File: src/design/src_regs.svh
// Register offsets, field positions, reset values and timing counts of the reset controller
`ifndef SRC_REGS_SVH
`define SRC_REGS_SVH

`define SRC_CAUSE_ADDR 8'h00
`define SRC_BOR_CTRL_ADDR 8'h04
`define SRC_SOFT_RST_ADDR 8'h08
`define SRC_SYS_REQ_ADDR 8'h0C
`define SRC_WDT_LOAD_ADDR 8'h10
`define SRC_WDT_CTRL_ADDR 8'h14
`define SRC_LDO_CTRL_ADDR 8'h18
`define SRC_STATUS_ADDR 8'h1C

`define SRC_CAUSE_EXT 0
`define SRC_CAUSE_POR 1
`define SRC_CAUSE_BOR 2
`define SRC_CAUSE_SW 3
`define SRC_CAUSE_WDT 4
`define SRC_CAUSE_LDO 5

`define SRC_BOR_SEL_BIT 0
`define SRC_BOR_WAIT_BIT 1
`define SRC_BOR_DLY_LSB 2
`define SRC_BOR_DLY_W 8

`define SRC_WDT_EN_BIT 0
`define SRC_WDT_RST_EN_BIT 1
`define SRC_WDT_INT_CLR_BIT 2

`define SRC_BOR_CTRL_RESET 32'h0000_0000
`define SRC_WDT_LOAD_RESET 32'hFFFF_FFFF

`define SRC_CLK_HZ 10000000
`define SRC_SETTLE_MS 15
`define SRC_SETTLE_CYC ((`SRC_SETTLE_MS * `SRC_CLK_HZ + 999) / 1000)
`define SRC_BOR_HOLD_US 500
`define SRC_BOR_HOLD_CYC ((`SRC_BOR_HOLD_US * `SRC_CLK_HZ) / 1000000)
`define SRC_INT_RST_CYC 16

`endif

File: src/design/src_pkg.sv
// Types of the reset controller
package src_pkg;
  typedef enum logic [2:0] {
    SRC_WAIT_INPUTS,
    SRC_SETTLE,
    SRC_LOAD_SP,
    SRC_LOAD_PC,
    SRC_RUN,
    SRC_INT_HOLD
  } src_state_e;
  typedef logic [31:0] src_word_t;
endpackage

File: src/design/src_reset_ctrl.sv
// Reset controller: source merge, sequencing, cause flags, brown-out filter, soft resets
//
// The implementer's own choices: the register offsets and strobed register access.
`timescale 1ns/1ps
`include "src_regs.svh"

module src_reset_ctrl #(
  parameter int NUM_PERIPH = 32,
  parameter int DOMAINS = 2,
  parameter int SETTLE_CYC = `SRC_SETTLE_CYC,
  parameter int BOR_HOLD_CYC = `SRC_BOR_HOLD_CYC
) (
  // Clock, reset, enable
  input wire logic ref_clk_i,
  input wire logic reset_n_i,
  input wire logic clk_en_i,
  // Pins and analog detectors
  input wire logic ext_reset_n_i,
  input wire logic por_i,
  input wire logic brownout_i,
  input wire logic ldo_unreg_i,
  // Register port
  input wire logic [7:0] addr_i,
  input wire src_pkg::src_word_t wdata_i,
  input wire logic wr_i,
  input wire logic rd_i,
  output src_pkg::src_word_t rdata_o,
  // Core handshake
  output logic core_reset_n_o,
  output logic debug_reset_n_o,
  output logic load_sp_o,
  output logic load_pc_o,
  output logic core_run_o,
  output logic brownout_irq_o,
  output logic watchdog_irq_o,
  // Peripheral resets, one per clock domain of each unit
  output logic [NUM_PERIPH*DOMAINS-1:0] periph_reset_n_o
);
  import src_pkg::*;

  initial begin
    if (NUM_PERIPH < 1 || NUM_PERIPH > 32 || DOMAINS < 1 || SETTLE_CYC < 1 ||
        BOR_HOLD_CYC < 1) begin
      $error("src_reset_ctrl: unsupported parameters");
    end
  end

  // Pin and detector synchronisers
  logic [3:0] sync1;
  logic [3:0] sync2;
  always_ff @(posedge ref_clk_i or negedge reset_n_i) begin
    if (!reset_n_i) begin
      // Idle pin and asserted power-on, so no false pin reset follows release
      sync1 <= 4'h2;
      sync2 <= 4'h2;
    end else if (clk_en_i) begin
      sync1 <= {ldo_unreg_i, brownout_i, por_i, ~ext_reset_n_i};
      sync2 <= sync1;
    end
  end
  logic ext_req;
  logic por_raw;
  logic bor_raw;
  logic ldo_raw;
  assign ext_req = sync2[0];
  assign por_raw = sync2[1];
  assign bor_raw = sync2[2];
  assign ldo_raw = sync2[3];

  // Power-on seen only until the first power-up completes
  logic powered_up;
  logic por_req;
  assign por_req = por_raw && !powered_up;

  src_state_e state;
  logic [31:0] count;
  logic int_req;
  logic ext_pending;
  logic por_pending;

  // Registers
  logic [5:0] cause;
  logic [31:0] bor_ctrl;
  logic [NUM_PERIPH-1:0] soft_rst;
  logic [31:0] wdt_load;
  logic wdt_en;
  logic wdt_rst_en;
  logic ldo_rst_en;
  logic sys_req;
  logic wdt_int_clr;
  logic wr_cause;
  assign wr_cause = wr_i && addr_i == `SRC_CAUSE_ADDR;
  assign sys_req = wr_i && addr_i == `SRC_SYS_REQ_ADDR && wdata_i[0];
  assign wdt_int_clr = wr_i && addr_i == `SRC_WDT_CTRL_ADDR && wdata_i[`SRC_WDT_INT_CLR_BIT];

  always_ff @(posedge ref_clk_i or negedge reset_n_i) begin
    if (!reset_n_i) begin
      bor_ctrl <= `SRC_BOR_CTRL_RESET;
      soft_rst <= '0;
      wdt_load <= `SRC_WDT_LOAD_RESET;
      wdt_en <= 1'b0;
      wdt_rst_en <= 1'b0;
      ldo_rst_en <= 1'b0;
    end else if (clk_en_i && wr_i) begin
      if (addr_i == `SRC_BOR_CTRL_ADDR) begin
        bor_ctrl <= {22'h0, wdata_i[`SRC_BOR_DLY_LSB+`SRC_BOR_DLY_W-1:0]};
      end else if (addr_i == `SRC_SOFT_RST_ADDR) begin
        soft_rst <= wdata_i[NUM_PERIPH-1:0];
      end else if (addr_i == `SRC_WDT_LOAD_ADDR) begin
        wdt_load <= wdata_i;
      end else if (addr_i == `SRC_WDT_CTRL_ADDR) begin
        wdt_en <= wdata_i[`SRC_WDT_EN_BIT];
        wdt_rst_en <= wdata_i[`SRC_WDT_RST_EN_BIT];
      end else if (addr_i == `SRC_LDO_CTRL_ADDR) begin
        ldo_rst_en <= wdata_i[0];
      end
    end
  end

  // Brown-out filter: detect, optional resample, 500 us hold-off
  logic bor_cond;
  logic [31:0] bor_hold;
  logic [7:0] bor_dly;
  logic bor_waiting;
  logic bor_req;
  logic bor_irq_set;
  logic bor_sel;
  logic bor_wait;
  assign bor_sel = bor_ctrl[`SRC_BOR_SEL_BIT];
  assign bor_wait = bor_ctrl[`SRC_BOR_WAIT_BIT];
  always_ff @(posedge ref_clk_i or negedge reset_n_i) begin
    if (!reset_n_i) begin
      bor_cond <= 1'b0;
      bor_hold <= '0;
      bor_dly <= '0;
      bor_waiting <= 1'b0;
      bor_req <= 1'b0;
      bor_irq_set <= 1'b0;
    end else if (clk_en_i) begin
      bor_req <= 1'b0;
      bor_irq_set <= 1'b0;
      // Resample runs apart from the hold-off, so a delay longer than it still ends
      if (bor_waiting) begin
        if (bor_dly == 8'h00) begin
          bor_waiting <= 1'b0;
          bor_irq_set <= bor_raw;
        end else begin
          bor_dly <= bor_dly - 8'h01;
        end
      end
      if (bor_cond) begin
        if (bor_hold == 32'(BOR_HOLD_CYC - 1)) begin
          bor_cond <= 1'b0;
        end
        bor_hold <= bor_hold + 32'h1;
      end else if (bor_raw && !bor_waiting) begin
        bor_cond <= 1'b1;
        bor_hold <= '0;
        if (bor_sel) begin
          bor_req <= 1'b1;
        end else if (bor_wait) begin
          bor_waiting <= 1'b1;
          bor_dly <= bor_ctrl[`SRC_BOR_DLY_LSB+:`SRC_BOR_DLY_W];
        end else begin
          bor_irq_set <= 1'b1;
        end
      end
    end
  end

  always_ff @(posedge ref_clk_i or negedge reset_n_i) begin
    if (!reset_n_i) begin
      brownout_irq_o <= 1'b0;
    end else if (clk_en_i) begin
      if (bor_irq_set) begin
        brownout_irq_o <= 1'b1;
      end else if (wr_i && addr_i == `SRC_BOR_CTRL_ADDR) begin
        brownout_irq_o <= 1'b0;
      end
    end
  end

  // Watchdog: first timeout interrupts, second uncleared one resets
  logic [31:0] wdt_count;
  logic wdt_req;
  always_ff @(posedge ref_clk_i or negedge reset_n_i) begin
    if (!reset_n_i) begin
      wdt_count <= `SRC_WDT_LOAD_RESET;
      watchdog_irq_o <= 1'b0;
      wdt_req <= 1'b0;
    end else if (clk_en_i) begin
      wdt_req <= 1'b0;
      if (!wdt_en || !core_run_o) begin
        wdt_count <= wdt_load;
        if (wdt_int_clr) begin
          watchdog_irq_o <= 1'b0;
        end
      end else if (wdt_count == 32'h0) begin
        wdt_count <= wdt_load;
        watchdog_irq_o <= 1'b1;
        wdt_req <= watchdog_irq_o && wdt_rst_en && !wdt_int_clr;
      end else begin
        wdt_count <= wdt_count - 32'h1;
        if (wdt_int_clr) begin
          watchdog_irq_o <= 1'b0;
        end
      end
    end
  end

  logic ldo_req;
  assign ldo_req = ldo_raw && ldo_rst_en && core_run_o;

  // Merged reset requests; bits 5:2 form the internal request
  logic [5:0] req;
  assign req = {ldo_req, wdt_req, sys_req && core_run_o, bor_req, por_req, ext_req};
  assign int_req = |req[5:2];

  // Sequencer
  always_ff @(posedge ref_clk_i or negedge reset_n_i) begin
    if (!reset_n_i) begin
      state <= SRC_WAIT_INPUTS;
      count <= '0;
      powered_up <= 1'b0;
      ext_pending <= 1'b0;
      por_pending <= 1'b1;
    end else if (clk_en_i) begin
      case (state)
        SRC_WAIT_INPUTS: begin
          count <= '0;
          if (!ext_req && !por_req) begin
            state <= SRC_SETTLE;
          end
        end
        SRC_SETTLE: begin
          if (ext_req || por_req) begin
            state <= SRC_WAIT_INPUTS;
          end else if (count == 32'(SETTLE_CYC - 1)) begin
            state <= SRC_LOAD_SP;
            powered_up <= 1'b1;
            ext_pending <= 1'b0;
            por_pending <= 1'b0;
          end else begin
            count <= count + 32'h1;
          end
        end
        SRC_INT_HOLD: begin
          if (ext_req) begin
            state <= SRC_WAIT_INPUTS;
          end else if (count == 32'(`SRC_INT_RST_CYC - 1)) begin
            state <= SRC_LOAD_SP;
          end else begin
            count <= count + 32'h1;
          end
        end
        SRC_LOAD_SP: begin
          state <= SRC_LOAD_PC;
        end
        SRC_LOAD_PC: begin
          state <= SRC_RUN;
        end
        default: begin
          if (ext_req) begin
            state <= SRC_WAIT_INPUTS;
            ext_pending <= 1'b1;
          end else if (int_req) begin
            state <= SRC_INT_HOLD;
            count <= '0;
          end
        end
      endcase
      if (ext_req) begin
        ext_pending <= 1'b1;
      end
    end
  end

  // Cause flags: hardware set wins over software clear
  always_ff @(posedge ref_clk_i or negedge reset_n_i) begin
    if (!reset_n_i) begin
      cause <= '0;
    end else if (clk_en_i) begin
      if (ext_req) begin
        cause <= 6'h01;
      end else begin
        cause <= ((wr_cause ? (cause & ~wdata_i[5:0]) : cause) | req) & ~6'h01;
        if (cause[`SRC_CAUSE_EXT] && !(wr_cause && wdata_i[0])) begin
          cause[`SRC_CAUSE_EXT] <= 1'b1;
        end
      end
    end
  end

  // Outputs
  logic in_reset;
  assign in_reset = state == SRC_WAIT_INPUTS || state == SRC_SETTLE || state == SRC_INT_HOLD;
  always_ff @(posedge ref_clk_i or negedge reset_n_i) begin
    if (!reset_n_i) begin
      core_reset_n_o <= 1'b0;
      debug_reset_n_o <= 1'b0;
      load_sp_o <= 1'b0;
      load_pc_o <= 1'b0;
      core_run_o <= 1'b0;
    end else if (clk_en_i) begin
      core_reset_n_o <= !(in_reset || int_req || ext_req);
      debug_reset_n_o <= !(por_req || (por_pending && !powered_up));
      load_sp_o <= state == SRC_LOAD_SP;
      load_pc_o <= state == SRC_LOAD_PC;
      core_run_o <= state == SRC_RUN && !ext_req && !int_req;
    end
  end

  // Per-unit soft reset fanned to every clock domain of the unit
  genvar gi;
  generate
    for (gi = 0; gi < NUM_PERIPH * DOMAINS; gi++) begin : g_dom
      always_ff @(posedge ref_clk_i or negedge reset_n_i) begin
        if (!reset_n_i) begin
          periph_reset_n_o[gi] <= 1'b0;
        end else if (clk_en_i) begin
          periph_reset_n_o[gi] <= !(soft_rst[gi / DOMAINS] || !core_reset_n_o);
        end
      end
    end
  endgenerate

  // Read data one cycle after the strobe; unmapped reads zero
  always_ff @(posedge ref_clk_i or negedge reset_n_i) begin
    if (!reset_n_i) begin
      rdata_o <= '0;
    end else if (clk_en_i) begin
      rdata_o <= '0;
      if (rd_i) begin
        if (addr_i == `SRC_CAUSE_ADDR) begin
          rdata_o <= {26'h0, cause};
        end else if (addr_i == `SRC_BOR_CTRL_ADDR) begin
          rdata_o <= bor_ctrl;
        end else if (addr_i == `SRC_SOFT_RST_ADDR) begin
          rdata_o <= 32'(soft_rst);
        end else if (addr_i == `SRC_WDT_LOAD_ADDR) begin
          rdata_o <= wdt_load;
        end else if (addr_i == `SRC_WDT_CTRL_ADDR) begin
          rdata_o <= {29'h0, watchdog_irq_o, wdt_rst_en, wdt_en};
        end else if (addr_i == `SRC_LDO_CTRL_ADDR) begin
          rdata_o <= {31'h0, ldo_rst_en};
        end else if (addr_i == `SRC_STATUS_ADDR) begin
          rdata_o <= {27'h0, brownout_irq_o, bor_cond, state};
        end
      end
    end
  end

  logic unused;
  assign unused = ext_pending;
endmodule

File: config.mk
export PLATFORM = sky130hd
export DESIGN_NAME = src_reset_ctrl
export DESIGN_NICKNAME = d
export VERILOG_FILES = /design/src/design/src_pkg.sv /design/src/design/src_reset_ctrl.sv
export VERILOG_INCLUDE_DIRS = /design/src /design/src/design
export SDC_FILE = /design/constraint.sdc
export NUM_CORES = 1
export LEC_CHECK = 0
export BUFFER_PORTS_ARGS = -buffer_cell sky130_fd_sc_hd__clkbuf_2
export CORE_ASPECT_RATIO = 0.9
export CORE_MARGIN = 2
export CORE_UTILIZATION = 60
export CTS_BUF_LIST = sky130_fd_sc_hd__clkbuf_16
export DETAILED_ROUTE_END_ITERATION = 16
export MAX_ROUTING_LAYER = met4
export PLACE_DENSITY_LB_ADDON = 0.15
export SLEW_MARGIN = 0
export SYNTH_ARGS = -nofsm -noshare
export SYNTH_HDL_FRONTEND = slang
export SYNTH_SLANG_ARGS = --single-unit
File: constraint.sdc
create_clock -name ref_clk_i -period 4.75 [get_ports ref_clk_i]
set_input_delay 1.1875 -clock ref_clk_i [delete_from_list [all_inputs] [get_ports ref_clk_i]]
set_output_delay 1.1875 -clock ref_clk_i [all_outputs]
set_load 0.01 [all_outputs]
After elaboration in Yosys (flattened, before gate mapping)
Cells that the tools add are included.

Register bits after elaboration: 276.

Equality and inequality tests: 23. Bitwise gates (word level): 10. Muxes and demuxes: 61. Reductions and logical operators: 123. $add $sub $neg: 4.

Operators with widths (number): 2-to-1 mux 32 bit (15); case mux 32 bit (4 select lines) (1); adder 32 x 1 -> 32 bit, second input constant (2); 2-to-1 mux 8 bit (6); zero test 1 bit (44); logical OR 1 bit (39); equality test 32 x 10 -> 1 bit, second input constant (1); equality test 32 x 18 -> 1 bit, second input constant (1); equality test 32 x 4 -> 1 bit, second input constant (1); equality test 8 x 5 -> 1 bit, second input constant (4); zero test 32 bit (1); subtractor 32 x 1 -> 32 bit, second input constant (1); 2-to-1 mux 1 bit (26); 2-to-1 mux 3 bit (7); logical AND 1 bit (20); equality test 8 x 4 -> 1 bit, second input constant (2); zero test 8 bit (2); 2-to-1 mux 5 bit (3); case mux 3 bit (5 select lines) (1); 2-to-1 mux 6 bit (2); != test 2 bit, second input constant (5); AND reduction 5 bit (2); equality test 8 x 3 -> 1 bit, second input constant (1); AND reduction 4 bit (2); 20 further kinds (32).

Depth between registers and ports, before layout
Gate-level depths: netlist (run 1).

Depth in word-level cells: 9. Mapped depth: 11. Mapped depth without buffers: 8.

Least setup slack after synthesis (run 1)
Ideal clock, no wire load.

Kind: input port to flip-flop. From: input port addr_i[1]. To: register count[17]. Cell stages on the path: 7. Arrival: 3.449 ns. Library setup time: 0.078 ns. Buffers on the path: 1. Required time: 4.672 ns. Path slack: 1.223 ns. Cell sequence: or4_1 -> or4_1 -> o211ai_2 -> nand3_1 -> clkbuf_1 -> or4_1 -> a21oi_1.

Word-level cells in the longest chain between the ends: 7.

RTL lines: from (decl) (RTL line src_reset_ctrl.sv:23) `input wire logic [7:0] addr_i,`; equality test 8 x 4 -> 1 bit (no line); logical AND 1 bit (no line); logical AND 1 bit (RTL line src_reset_ctrl.sv:93) `` assign sys_req = wr_i && addr_i == `SRC_SYS_REQ_ADDR && wdata_i[0]; ``; logical AND 1 bit (RTL line src_reset_ctrl.sv:216) `assign req = {ldo_req, wdt_req, sys_req && core_run_o, bor_req, por_req, ext_req};`; OR reduction 4 bit (RTL line src_reset_ctrl.sv:217) `assign int_req = |req[5:2];`; nonzero test 4 bit (no line); AND reduction 8 bit (no line); to (signal assigned) (RTL line src_reset_ctrl.sv:244) `count <= count + 32'h1;`; to (signal assigned) (RTL line src_reset_ctrl.sv:253) `count <= count + 32'h1;`; to (decl) (RTL line src_reset_ctrl.sv:76) `logic [31:0] count;`.

Every way passes these cells. A chain may end at the register's enable or synchronous reset.

Final worst setup path (run 1)
From: input port addr_i[4]. To: register count[3].

The elaborated chain is that of the path after synthesis.

==> metrics, run 1 <==
outcome finished, final reports clean; GRT Total Usage roughly 30%; crit path DAT around 4100 ps; #FFs+latches synth ~280; vias per cell roughly 6.3; R2R Setup Slk around 1100 ps; Tcrit/Tclk final about three quarters; Reg2Reg Depth 7; sequential power share between 40% and 50%; Final Hold Viols 0; Die Area about 0.024 sq mm; Vias 11315; Max Freq 274 MHz; starting density of the core 61.5%; placed cell area approximately 0.015 sq mm; mux share of post-synthesis cell area about 7.8%; final net count about 1500; Die W roughly 160 um; Final setup viols 0; proportion of layout cells with a drive suffix above 1 between 20% and 30%; drt wl/cell 19.3 um; Slew @ Worst Pin between 1000 and 1500 ps; largest net degree at the start of global routing between 100 and 150; CP max stage cell or4_1; final instance area 0.0156 sq mm; number of max-cap violations 0; cts hold-fix bufs 0; max-slew violations 0; YS warnings 0; first-pass GRT wire length ~56 mm; Worst R2R Start wdt_count[24]$_DFFE_PN1P_; Setup crit end kind flip-flop; Hold Crit Start wdt_count[27]$_DFFE_PN1P_; crit start category input port; RR Endpoint wdt_count[2]$_DFFE_PN1P_; Logic pwr share 18.1%; Ant. Diodes 0; core area approximately 0.023 sq mm; Post-Synth Simple-Gate Area about 18%; clk_lat worst skew around 540 ps; die height between 100 and 150 um; Static Leakage about 6.8 nW; Fillers between 1500 and 2000; post-synthesis adder-cell area fraction less than 1%; synthesized cell area 0.0139 sq mm; class of the worst hold path flip-flop to flip-flop; clk slew on worst S/H paths approximately 60 ps; crit path cell chain clkbuf_2 -> or4_1 -> or4_1 -> o211ai_2 -> nand3_1 -> buf_4 -> or3_1 -> a21oi_1; cts bufs inserted 29; Tmin final between 3000 and 4000 ps; post-layout util between 60% and 70%; unrepaired setup endpoints after global routing no; HPWL after DPL about 23 mm; Post-CTS Resized 0; Primary FF master, synth dfrtp_1; most common cell after layout, fill and taps aside dfrtp_1; Clock Sinks between 200 and 300; Tot Pwr 6.14 mW; Yosys top cell area share approximately 38%; dominant cell type by area after synthesis dfrtp_1; Avg Inst Size Synth 10.0 sq um; DRC 0; xor and xnor area share after synthesis slightly above 2%; number of post-CTS setup repair buffers 0; Top-Level Pins about 150; setup TNS 0 ps; most used cell, CP or4_1; slowest cell delay on critical path about 670 ps; hold path endpoint wdt_count[27]$_DFFE_PN1P_; NetSw roughly 1.9 mW; Slew HR 25.9%; DR iter-0 viols around 1000; Buffers on Ports roughly 150; hold slack 485 ps; synth unique cells slightly above 70; initial antenna violation count 0; top post-synthesis cells by area dfrtp_1, dfstp_2, mux2_2; post-synthesis sequential area ratio 50.2%; DRT Pass-1 Iters 6; clock skew between 10 and 15 ps; GP Congestion 0.903; synthesis-to-layout area growth 12.1%; PwrDens between 300 and 400 mW/mm^2; CTS tree built; fraction of registers with async set/reset 100%; clock power share around 36%; P_int roughly 4.3 mW; largest family of logic cells by synthesized area simple AND/OR/NAND/NOR gates; row count 52; vias in the first global route around 11000; commonest cells after routing, fill and taps aside dfrtp_1, clkbuf_2, o21ai_0, mux2_2, nand2_1; Crit Path Category input port to flip-flop; Peak VDD IR ~350 uV; final WL about 35 mm; Post-synth EDFFs 0; Worst Hold Depth 1; CTS max path bufs 3; Net Sw Frac a little under a third; H-Tree Depth 1; Routed Antenna Nets 0; cell count after synthesis ~1400; Synth Area in Compound Gates roughly 15%; CP required ~5200 ps; Clock Root Buffer clkbuf_16; gr ovfl total 0; Syn Nets ~1400; CP Max Fanout 15
-- state kept, by name, indices dropped and copies added, names as in the netlist, 3 cells and up --
register,flops
soft_rst,32
bor_ctrl,10
state,3
sync1,4
periph_reset_n_o,32
sync2,4
cause,6
bor_hold,32
wdt_load,32
bor_dly,8
count,32
rdata_o,32
wdt_count,32
-- area by class of cell --
cell class | count | area [sq um] | area share [%]
tap | 297 | 372 | 2.38
timing repair buffer | 176 | 981 | 6.28
multi-input combinational | 925 | 6090 | 39.0
inverter | 68 | 255 | 1.64
clock inverter | 24 | 198 | 1.27
clock buffer | 29 | 726 | 4.65
sequential | 276 | 6990 | 44.8
-- synthesized netlist by cell type, types with 17 or more instances --
cell type,n
buf_4,32
nand2_1,82
or3_1,26
mux2_2,86
nor3_1,35
inv_1,67
dfstp_2,67
nand3_1,51
a21oi_1,57
a22oi_1,40
nor4_1,32
o21ai_0,115
o2bb2ai_1,38
xor2_1,17
nand4_1,32
dfrtp_1,209
clkbuf_1,70
and3_1,24
nor2_1,77
nand3b_1,33
-- critical path, delay by kind of cell --
kind | cells | cell delay [ps]
simple gates | 4 | 2010
buf+inv | 2 | 520
compound gates | 2 | 380
-- routing by layer --
metal	share of wire [%]	track usage, %	vias to the layer above
met5	0	-	-
met4	1.8	6.61	0
met3	7.8	5.38	58
met2	45	43.9	445
met1	45	42.7	5596
li1	-	-	5216
-- per-stage QoR --
stage / instances / setup slack, ps
after global routing: 1795 / 933
after global placement: 1742 / 683
after CTS: 1795 / 1190
after detailed placement: 1742 / 597
after floorplan: 1388 / 1220
final: 1795 / 1100
-- logic make-up (layout without fill, tap and decap cells) --
family                   count (synthesis)  in the layout
AND/OR/NAND/NOR                        460            460
AO/OA/AOI/OAI                          327            327
flip-flops                             276            276
buffers and inverters                  187            297
multiplexers                            98             98
XOR/XNOR                                33             33
adder cells (fa/ha/maj)                  7              7
-- worst max path at each step --
stage,from,to,slack [ps],cells after the start
after floorplan,addr_i[1],count[17]$_DFFE_PN0P_,1220,7
after global placement,addr_i[4],count[26]$_DFFE_PN0P_,680,8
after detailed placement,addr_i[4],count[3]$_DFFE_PN0P_,600,8
after CTS,addr_i[4],count[3]$_DFFE_PN0P_,1190,8
after global routing,addr_i[4],count[30]$_DFFE_PN0P_,930,8
final,addr_i[4],count[3]$_DFFE_PN0P_,1100,8
-- power by group through the flow --
stage          Sequential (mW)  Clock (mW)  Combinational (mW)
4_1_cts                   2.81        2.24                1.11
5_1_grt                   2.85        2.34                1.24
2_1_floorplan             2.83           0               0.772
3_3_place_gp              2.84           0                1.08
6_report                  2.81        2.22                1.11
3_5_place_dp              2.85           0                1.11
(Power assumes the default switching activity.)
==> run 2, diff against run 1 <==
CORE_UTILIZATION = 59   (was 60)
clock period = 3.8 ns   (was 4.75 ns; I/O delays follow)
==> run 2 against run 1 <==
Die area rose by 1.7%. Cell count grew 0.33%. Total power grew 22%. Utilization is 2.1 points lower. Clock skew up 3.3 ps. Wire length fell by 1.4%. Worst setup slack worse by 290 ps. Sequential power grew 25%. Combinational power up 26%. Worst hold slack got worse by 120 ps. Global-route usage down 1.0 points. Sequential share of layout area rose by 0.16 points. Largest power group unchanged. Highest routed layer unchanged.
==> metrics, run 2 (synthesis gave the netlist of run 1 again) <==
outcome finished, final reports clean; clk_lat worst skew around 550 ps; DRC 0; RR Endpoint wdt_count[18]$_DFFE_PN1P_; Final setup viols 0; initial antenna violation count 0; GRT Total Usage between 20% and 30%; Slew HR a little under a third; cts bufs inserted 28; Tcrit/Tclk final about 80%; crit path DAT roughly 3500 ps; DRT Pass-1 Iters 5; Slew @ Worst Pin 1030 ps; Die W around 170 um; Static Leakage 6.79 nW; Max Freq between 300 and 400 MHz; setup TNS 0 ps; Clock Sinks 276; DR iter-0 viols about 950; most common cell after layout, fill and taps aside dfrtp_1; Routed Antenna Nets 0; Tmin final approximately 3000 ps; CP required roughly 4300 ps; starting density of the core approximately 60%; Seq. cell area between 0.006 and 0.007 sq mm; class of the worst hold path input port to async pin; Fillers roughly 1900; Top-Level Pins between 150 and 200; CTS max path bufs 3; Buffers on Ports 151; Vias about 11000; CP Max Fanout 22; final net count about 1500; largest net degree at the start of global routing 86; slowest cell delay on critical path between 600 and 700 ps; Final Hold Viols 0; Post-CTS Resized 0; die height 150 um; crit path cell chain or4_4 -> or4_4 -> or4_4 -> nand2_1 -> buf_4 -> o21ai_0 -> a22o_1; Setup crit end kind flip-flop; first-pass GRT wire length 56.5 mm; Layout Cells excl Fill about 1800; crit start category flip-flop; R2R Setup Slk approximately 810 ps; vias per cell 6.18; clk slew on worst S/H paths ~60 ps; cts hold-fix bufs 0; commonest cells after routing, fill and taps aside dfrtp_1, clkbuf_2, o21ai_0, mux2_2, nand2_1; HPWL after DPL ~23 mm; max-slew violations 0; unrepaired setup endpoints after global routing no; Crit Path Category flip-flop to flip-flop; Peak VDD IR roughly 410 uV; DP Cell Count 1749; Reg2Reg Depth 7; synthesis-to-layout area growth 11.7%; PwrDens around 480 mW/mm^2; Ant. Diodes 0; core area 0.0233 sq mm; Buffers & Inverters on Critical Path 1; Worst R2R Start wdt_count[26]$_DFFE_PN1P_; Multi-input gate area 0.00609 sq mm; number of max-cap violations 0; GP Congestion ~0.92; vias in the first global route 10805; Clock Root Buffer clkbuf_16; delay-heaviest family, CP simple AND/OR/NAND/NOR gates; drt wl/cell 19.0 um; CTS tree built; H-Tree Depth 1; CP max stage cell or4_4; final WL ~34 mm; proportion of layout cells with a drive suffix above 1 around a quarter; number of post-CTS setup repair buffers 0; row count between 50 and 60; Die Area 0.0249 sq mm; clock skew around 16 ps; gr ovfl total 0; most used cell, CP or4_4
## run 2: changes by cell type in the layout (fill, tap and decap cells not counted)
cell       change
clkinv_2       -4
nand3_2        +1
nand3_1        -1
inv_1          +6
buf_4          +2
clkbuf_16      -1
bufinv_16      -2
## run 2: area by class of cell
class,instances,area share [%]
clock buffers,28,4.50
clock inverters,24,0.901
inverters,68,1.64
multi-input cells,925,39.2
flip-flops and latches,276,44.9
well taps,302,2.43
repair buffers,178,6.40
## run 2: stage by stage
step | power, mW | hold WS (ps) | utilization, % | setup slack, ps | instance area [sq um]
6_report | 7.46 | 367 | 66.8 | 814 | 15600
4_1_cts | 7.50 | 382 | 66.8 | 826 | 15600
3_5_place_dp | 4.96 | 473 | 63.2 | 297 | 14700
2_1_floorplan | 4.50 | 448 | - | 510 | 13900
3_3_place_gp | 4.92 | 463 | 63.2 | 321 | 14700
5_1_grt | 7.82 | 408 | 66.8 | 674 | 15600
## run 2: how the worst max path moves through the flow
| stage | endpoint | start | cells past startpoint | slack (ps) |
|---|---|---|---|---|
| after detailed placement | count[17]$_DFFE_PN0P_ | addr_i[4] | 8 | 300 |
| after floorplan | count[17]$_DFFE_PN0P_ | addr_i[1] | 7 | 510 |
| after CTS | wdt_count[18]$_DFFE_PN1P_ | wdt_count[27]$_DFFE_PN1P_ | 7 | 830 |
| final | wdt_count[18]$_DFFE_PN1P_ | wdt_count[26]$_DFFE_PN1P_ | 7 | 810 |
| after global routing | wdt_count[18]$_DFFE_PN1P_ | wdt_count[5]$_DFFE_PN1P_ | 7 | 670 |
| after global placement | count[17]$_DFFE_PN0P_ | addr_i[4] | 8 | 320 |
## run 2: layer usage
layer	track usage [%]	share of wire, %
met2	46.6	48
met1	38.2	45
met3	3.39	4.7
met5	-	0
met4	7.87	2.4
## run 2: where the power goes
group | internal [mW] | switching (mW)
Sequential | 3.23 | 0.280
Combinational | 0.543 | 0.854
Clock | 1.40 | 1.15
==> run 3, diff against run 2 <==
ABC_AREA = 1   (was default)
CORE_UTILIZATION = 54   (was 59)
clock period = 2.7 ns   (was 3.8 ns; I/O delays follow)
==> run 3 against run 2 <==
First-iteration DRC count grew 30%. Worst hold slack worse by 340 ps. Clock skew decreased by 0.79 ps. Fmax rose by 39%. Clock-buffer cell count grew 3. Flip-flop and latch count did not move. Via count up 30%. Sequential share of layout area down 4.9 points. Total power rose by 63%. Synthesized cell count up 56%. Critical endpoint is now count[6]$_DFFE_PN0P_. Highest routed layer unchanged.
==> metrics, run 3 <==
Ant. Diodes 0; DRC 0; max-slew violations 0; Layout Cells excl Fill roughly 2700; Static Leakage between 8 and 9 nW; Place WS between 200 and 300 ps; DP Cell Count around 2600; Vias ~14000; worst setup margin between 500 and 600 ps; gr ovfl total 0; Fillers between 2000 and 3000; number of max-cap violations 0; Post-synth top cells nand2_1, nor2_1, inv_1; starting density of the core 55.2%; crit path cell chain ha_1 -> nand3_2 -> nor2_1 -> nand2_2 -> nor2_4 -> nand2_2 -> nand4_2 -> buf_4 -> nand2_1 -> nand2_1; die height 165 um; largest net degree at the start of global routing roughly 80; Post-CTS Resized 0; Routed Antenna Nets 0; delay-heaviest family, CP simple AND/OR/NAND/NOR gates; P_int 8.05 mW; Max Freq roughly 460 MHz; synthesized cell area 0.0155 sq mm; NetSw slightly above 4 mW; PwrDens about 700 mW/mm^2; Avg Inst Size Synth slightly above 7 sq um; placed cell area 0.0164 sq mm; CTS tree built; post-layout util between 60 and 70%; top post-synthesis cells by area dfrtp_1, nand2_1, dfstp_2; H-Tree Depth 1; Logic pwr share between 20% and 30%; CP required approximately 3200 ps; Slew @ Worst Pin approximately 810 ps; Yosys top cell area share between 30% and 40%; clk slew on worst S/H paths ~60 ps; sequential power share approximately two fifths; core area around 0.028 sq mm; initial antenna violation count 0; Crit Path Category flip-flop to flip-flop; Top-Level Pins between 150 and 200; Tcrit/Tclk final between 70 and 80%; Syn Nets approximately 2200; proportion of layout cells with a drive suffix above 1 between 10% and 20%; Buffers & Inverters on Critical Path 1; outcome finished, final reports clean; post-synthesis sequential area ratio around 45%; Tot Pwr 12.2 mW; Final Hold Viols 0; grt met2 use between 40 and 50%; Final setup viols 0; top-count cell post-synth nand2_1; clock power share roughly a third; crit start category flip-flop; CP Max Fanout 32; commonest cells after routing, fill and taps aside nand2_1, nor2_1, inv_1, dfrtp_1, clkbuf_2; clock skew ~15 ps; vias in the first global route 13934; slowest cell delay on critical path between 400 and 500 ps; row count 58; clk_lat worst skew between 500 and 600 ps; setup TNS 0 ps; cell count after synthesis 2169; final WL 43.5 mm; final instance area about 0.017 sq mm; cts bufs inserted 30; Die Area about 0.03 sq mm; Slew HR a little under half; dominant cell type by area after synthesis dfrtp_1; unrepaired setup endpoints after global routing no; fraction of registers with async set/reset 100%; final net count ~2300; class of the worst hold path input port to async pin; drt wl/cell between 15 and 20 um; DRT Pass-1 Iters 6; GRT Total Usage between 30 and 40%; Die W about 180 um; synthesis-to-layout area growth 12.5%; Clock Sinks 276; Buffers on Ports around 150; cts hold-fix bufs 0; GR peak layer met2; hold slack 27.5 ps; Clock Root Buffer clkbuf_16; HPWL after DPL 31.1 mm; vias per cell between 5 and 6; first-pass GRT wire length roughly 72 mm; Tmin final approximately 2200 ps; M3 GR Usage roughly 3.7%; Setup crit end kind flip-flop; CTS max path bufs 3; YS warnings 0; #FFs+latches synth ~280; CP max stage cell dfrtp_1; most common cell after layout, fill and taps aside nand2_1; number of post-CTS setup repair buffers 0; synth unique cells 45; Net Sw Frac between 30% and 40%; DR iter-0 viols between 1000 and 1500; Post-synth EDFFs 0; crit path DAT around 2700 ps; grt met1 use a little over two fifths; Peak VDD IR approximately 510 uV; GP Congestion around 0.91; Primary FF master, synth dfrtp_1
==> run 3: cell count changes after synthesis, sizes merged, moves of 40 or more <==
cell   delta
mux2     -86
a22oi    -40
o21ai    +83
nand3    +64
inv     +157
nand2   +688
nor2    +197
==> run 3: per-layer routing <==
metal  part of all wire [%]  wire length (um)
met5                      0                 0
met1                     47             20500
met2                     45             19500
met4                    1.9               843
met3                    6.1              2640
==> run 3: power by group through the flow <==
| stage | Sequential, mW | Combinational (mW) | Clock [mW] |
|---|---|---|---|
| detailed placement | 5.14 | 2.88 | 0 |
| floorplan | 5.09 | 2.05 | 0 |
| CTS | 5.08 | 2.90 | 4.27 |
| finish | 5.09 | 2.89 | 4.21 |
| global route | 5.15 | 3.25 | 4.43 |
| global placement | 5.13 | 2.83 | 0 |
==> run 3: area by class of cell <==
| cell class | instances | area, sq um | share of cell area (%) |
|---|---|---|---|
| Timing Repair Buffer | 183 | 1080 | 6.19 |
| Sequential cell | 276 | 6990 | 40.1 |
| Clock buffer | 31 | 776 | 4.44 |
| Clock inverter | 25 | 231 | 1.33 |
| Multi-Input combinational cell | 1567 | 7080 | 40.6 |
| Inverter | 224 | 843 | 4.83 |
| Tap cell | 360 | 450 | 2.58 |
==> run 3: cells by family after synthesis <==
group | synth area share [%]
adders and majority gates | 0.565
xor gates and xnor gates | 1.86
and+or+nand+nor | 32.5
AOI/OAI and AO/OA | 10.8
buffers and inverters | 9.28
DFF | 45.1
==> run 3: path summary, 6_finish.rpt <==
path	start	endpoint	slack [ps]	cells past startpoint
worst max-delay path	count[0]$_DFFE_PN0P_	count[6]$_DFFE_PN0P_	550	10
worst max register to register	count[0]$_DFFE_PN0P_	count[6]$_DFFE_PN0P_	550	10
worst min-delay path	reset_n_i	bor_dly[6]$_DFFE_PN0P_	30	1
worst min register to register	por_pending$_DFFE_PN1P_	por_pending$_DFFE_PN1P_	460	2
max in group asynchronous	reset_n_i	wdt_load[28]$_DFFE_PN1P_	1830	2
min in group ref_clk_i	por_i	sync1[1]$_DFFE_PN1P_	300	3
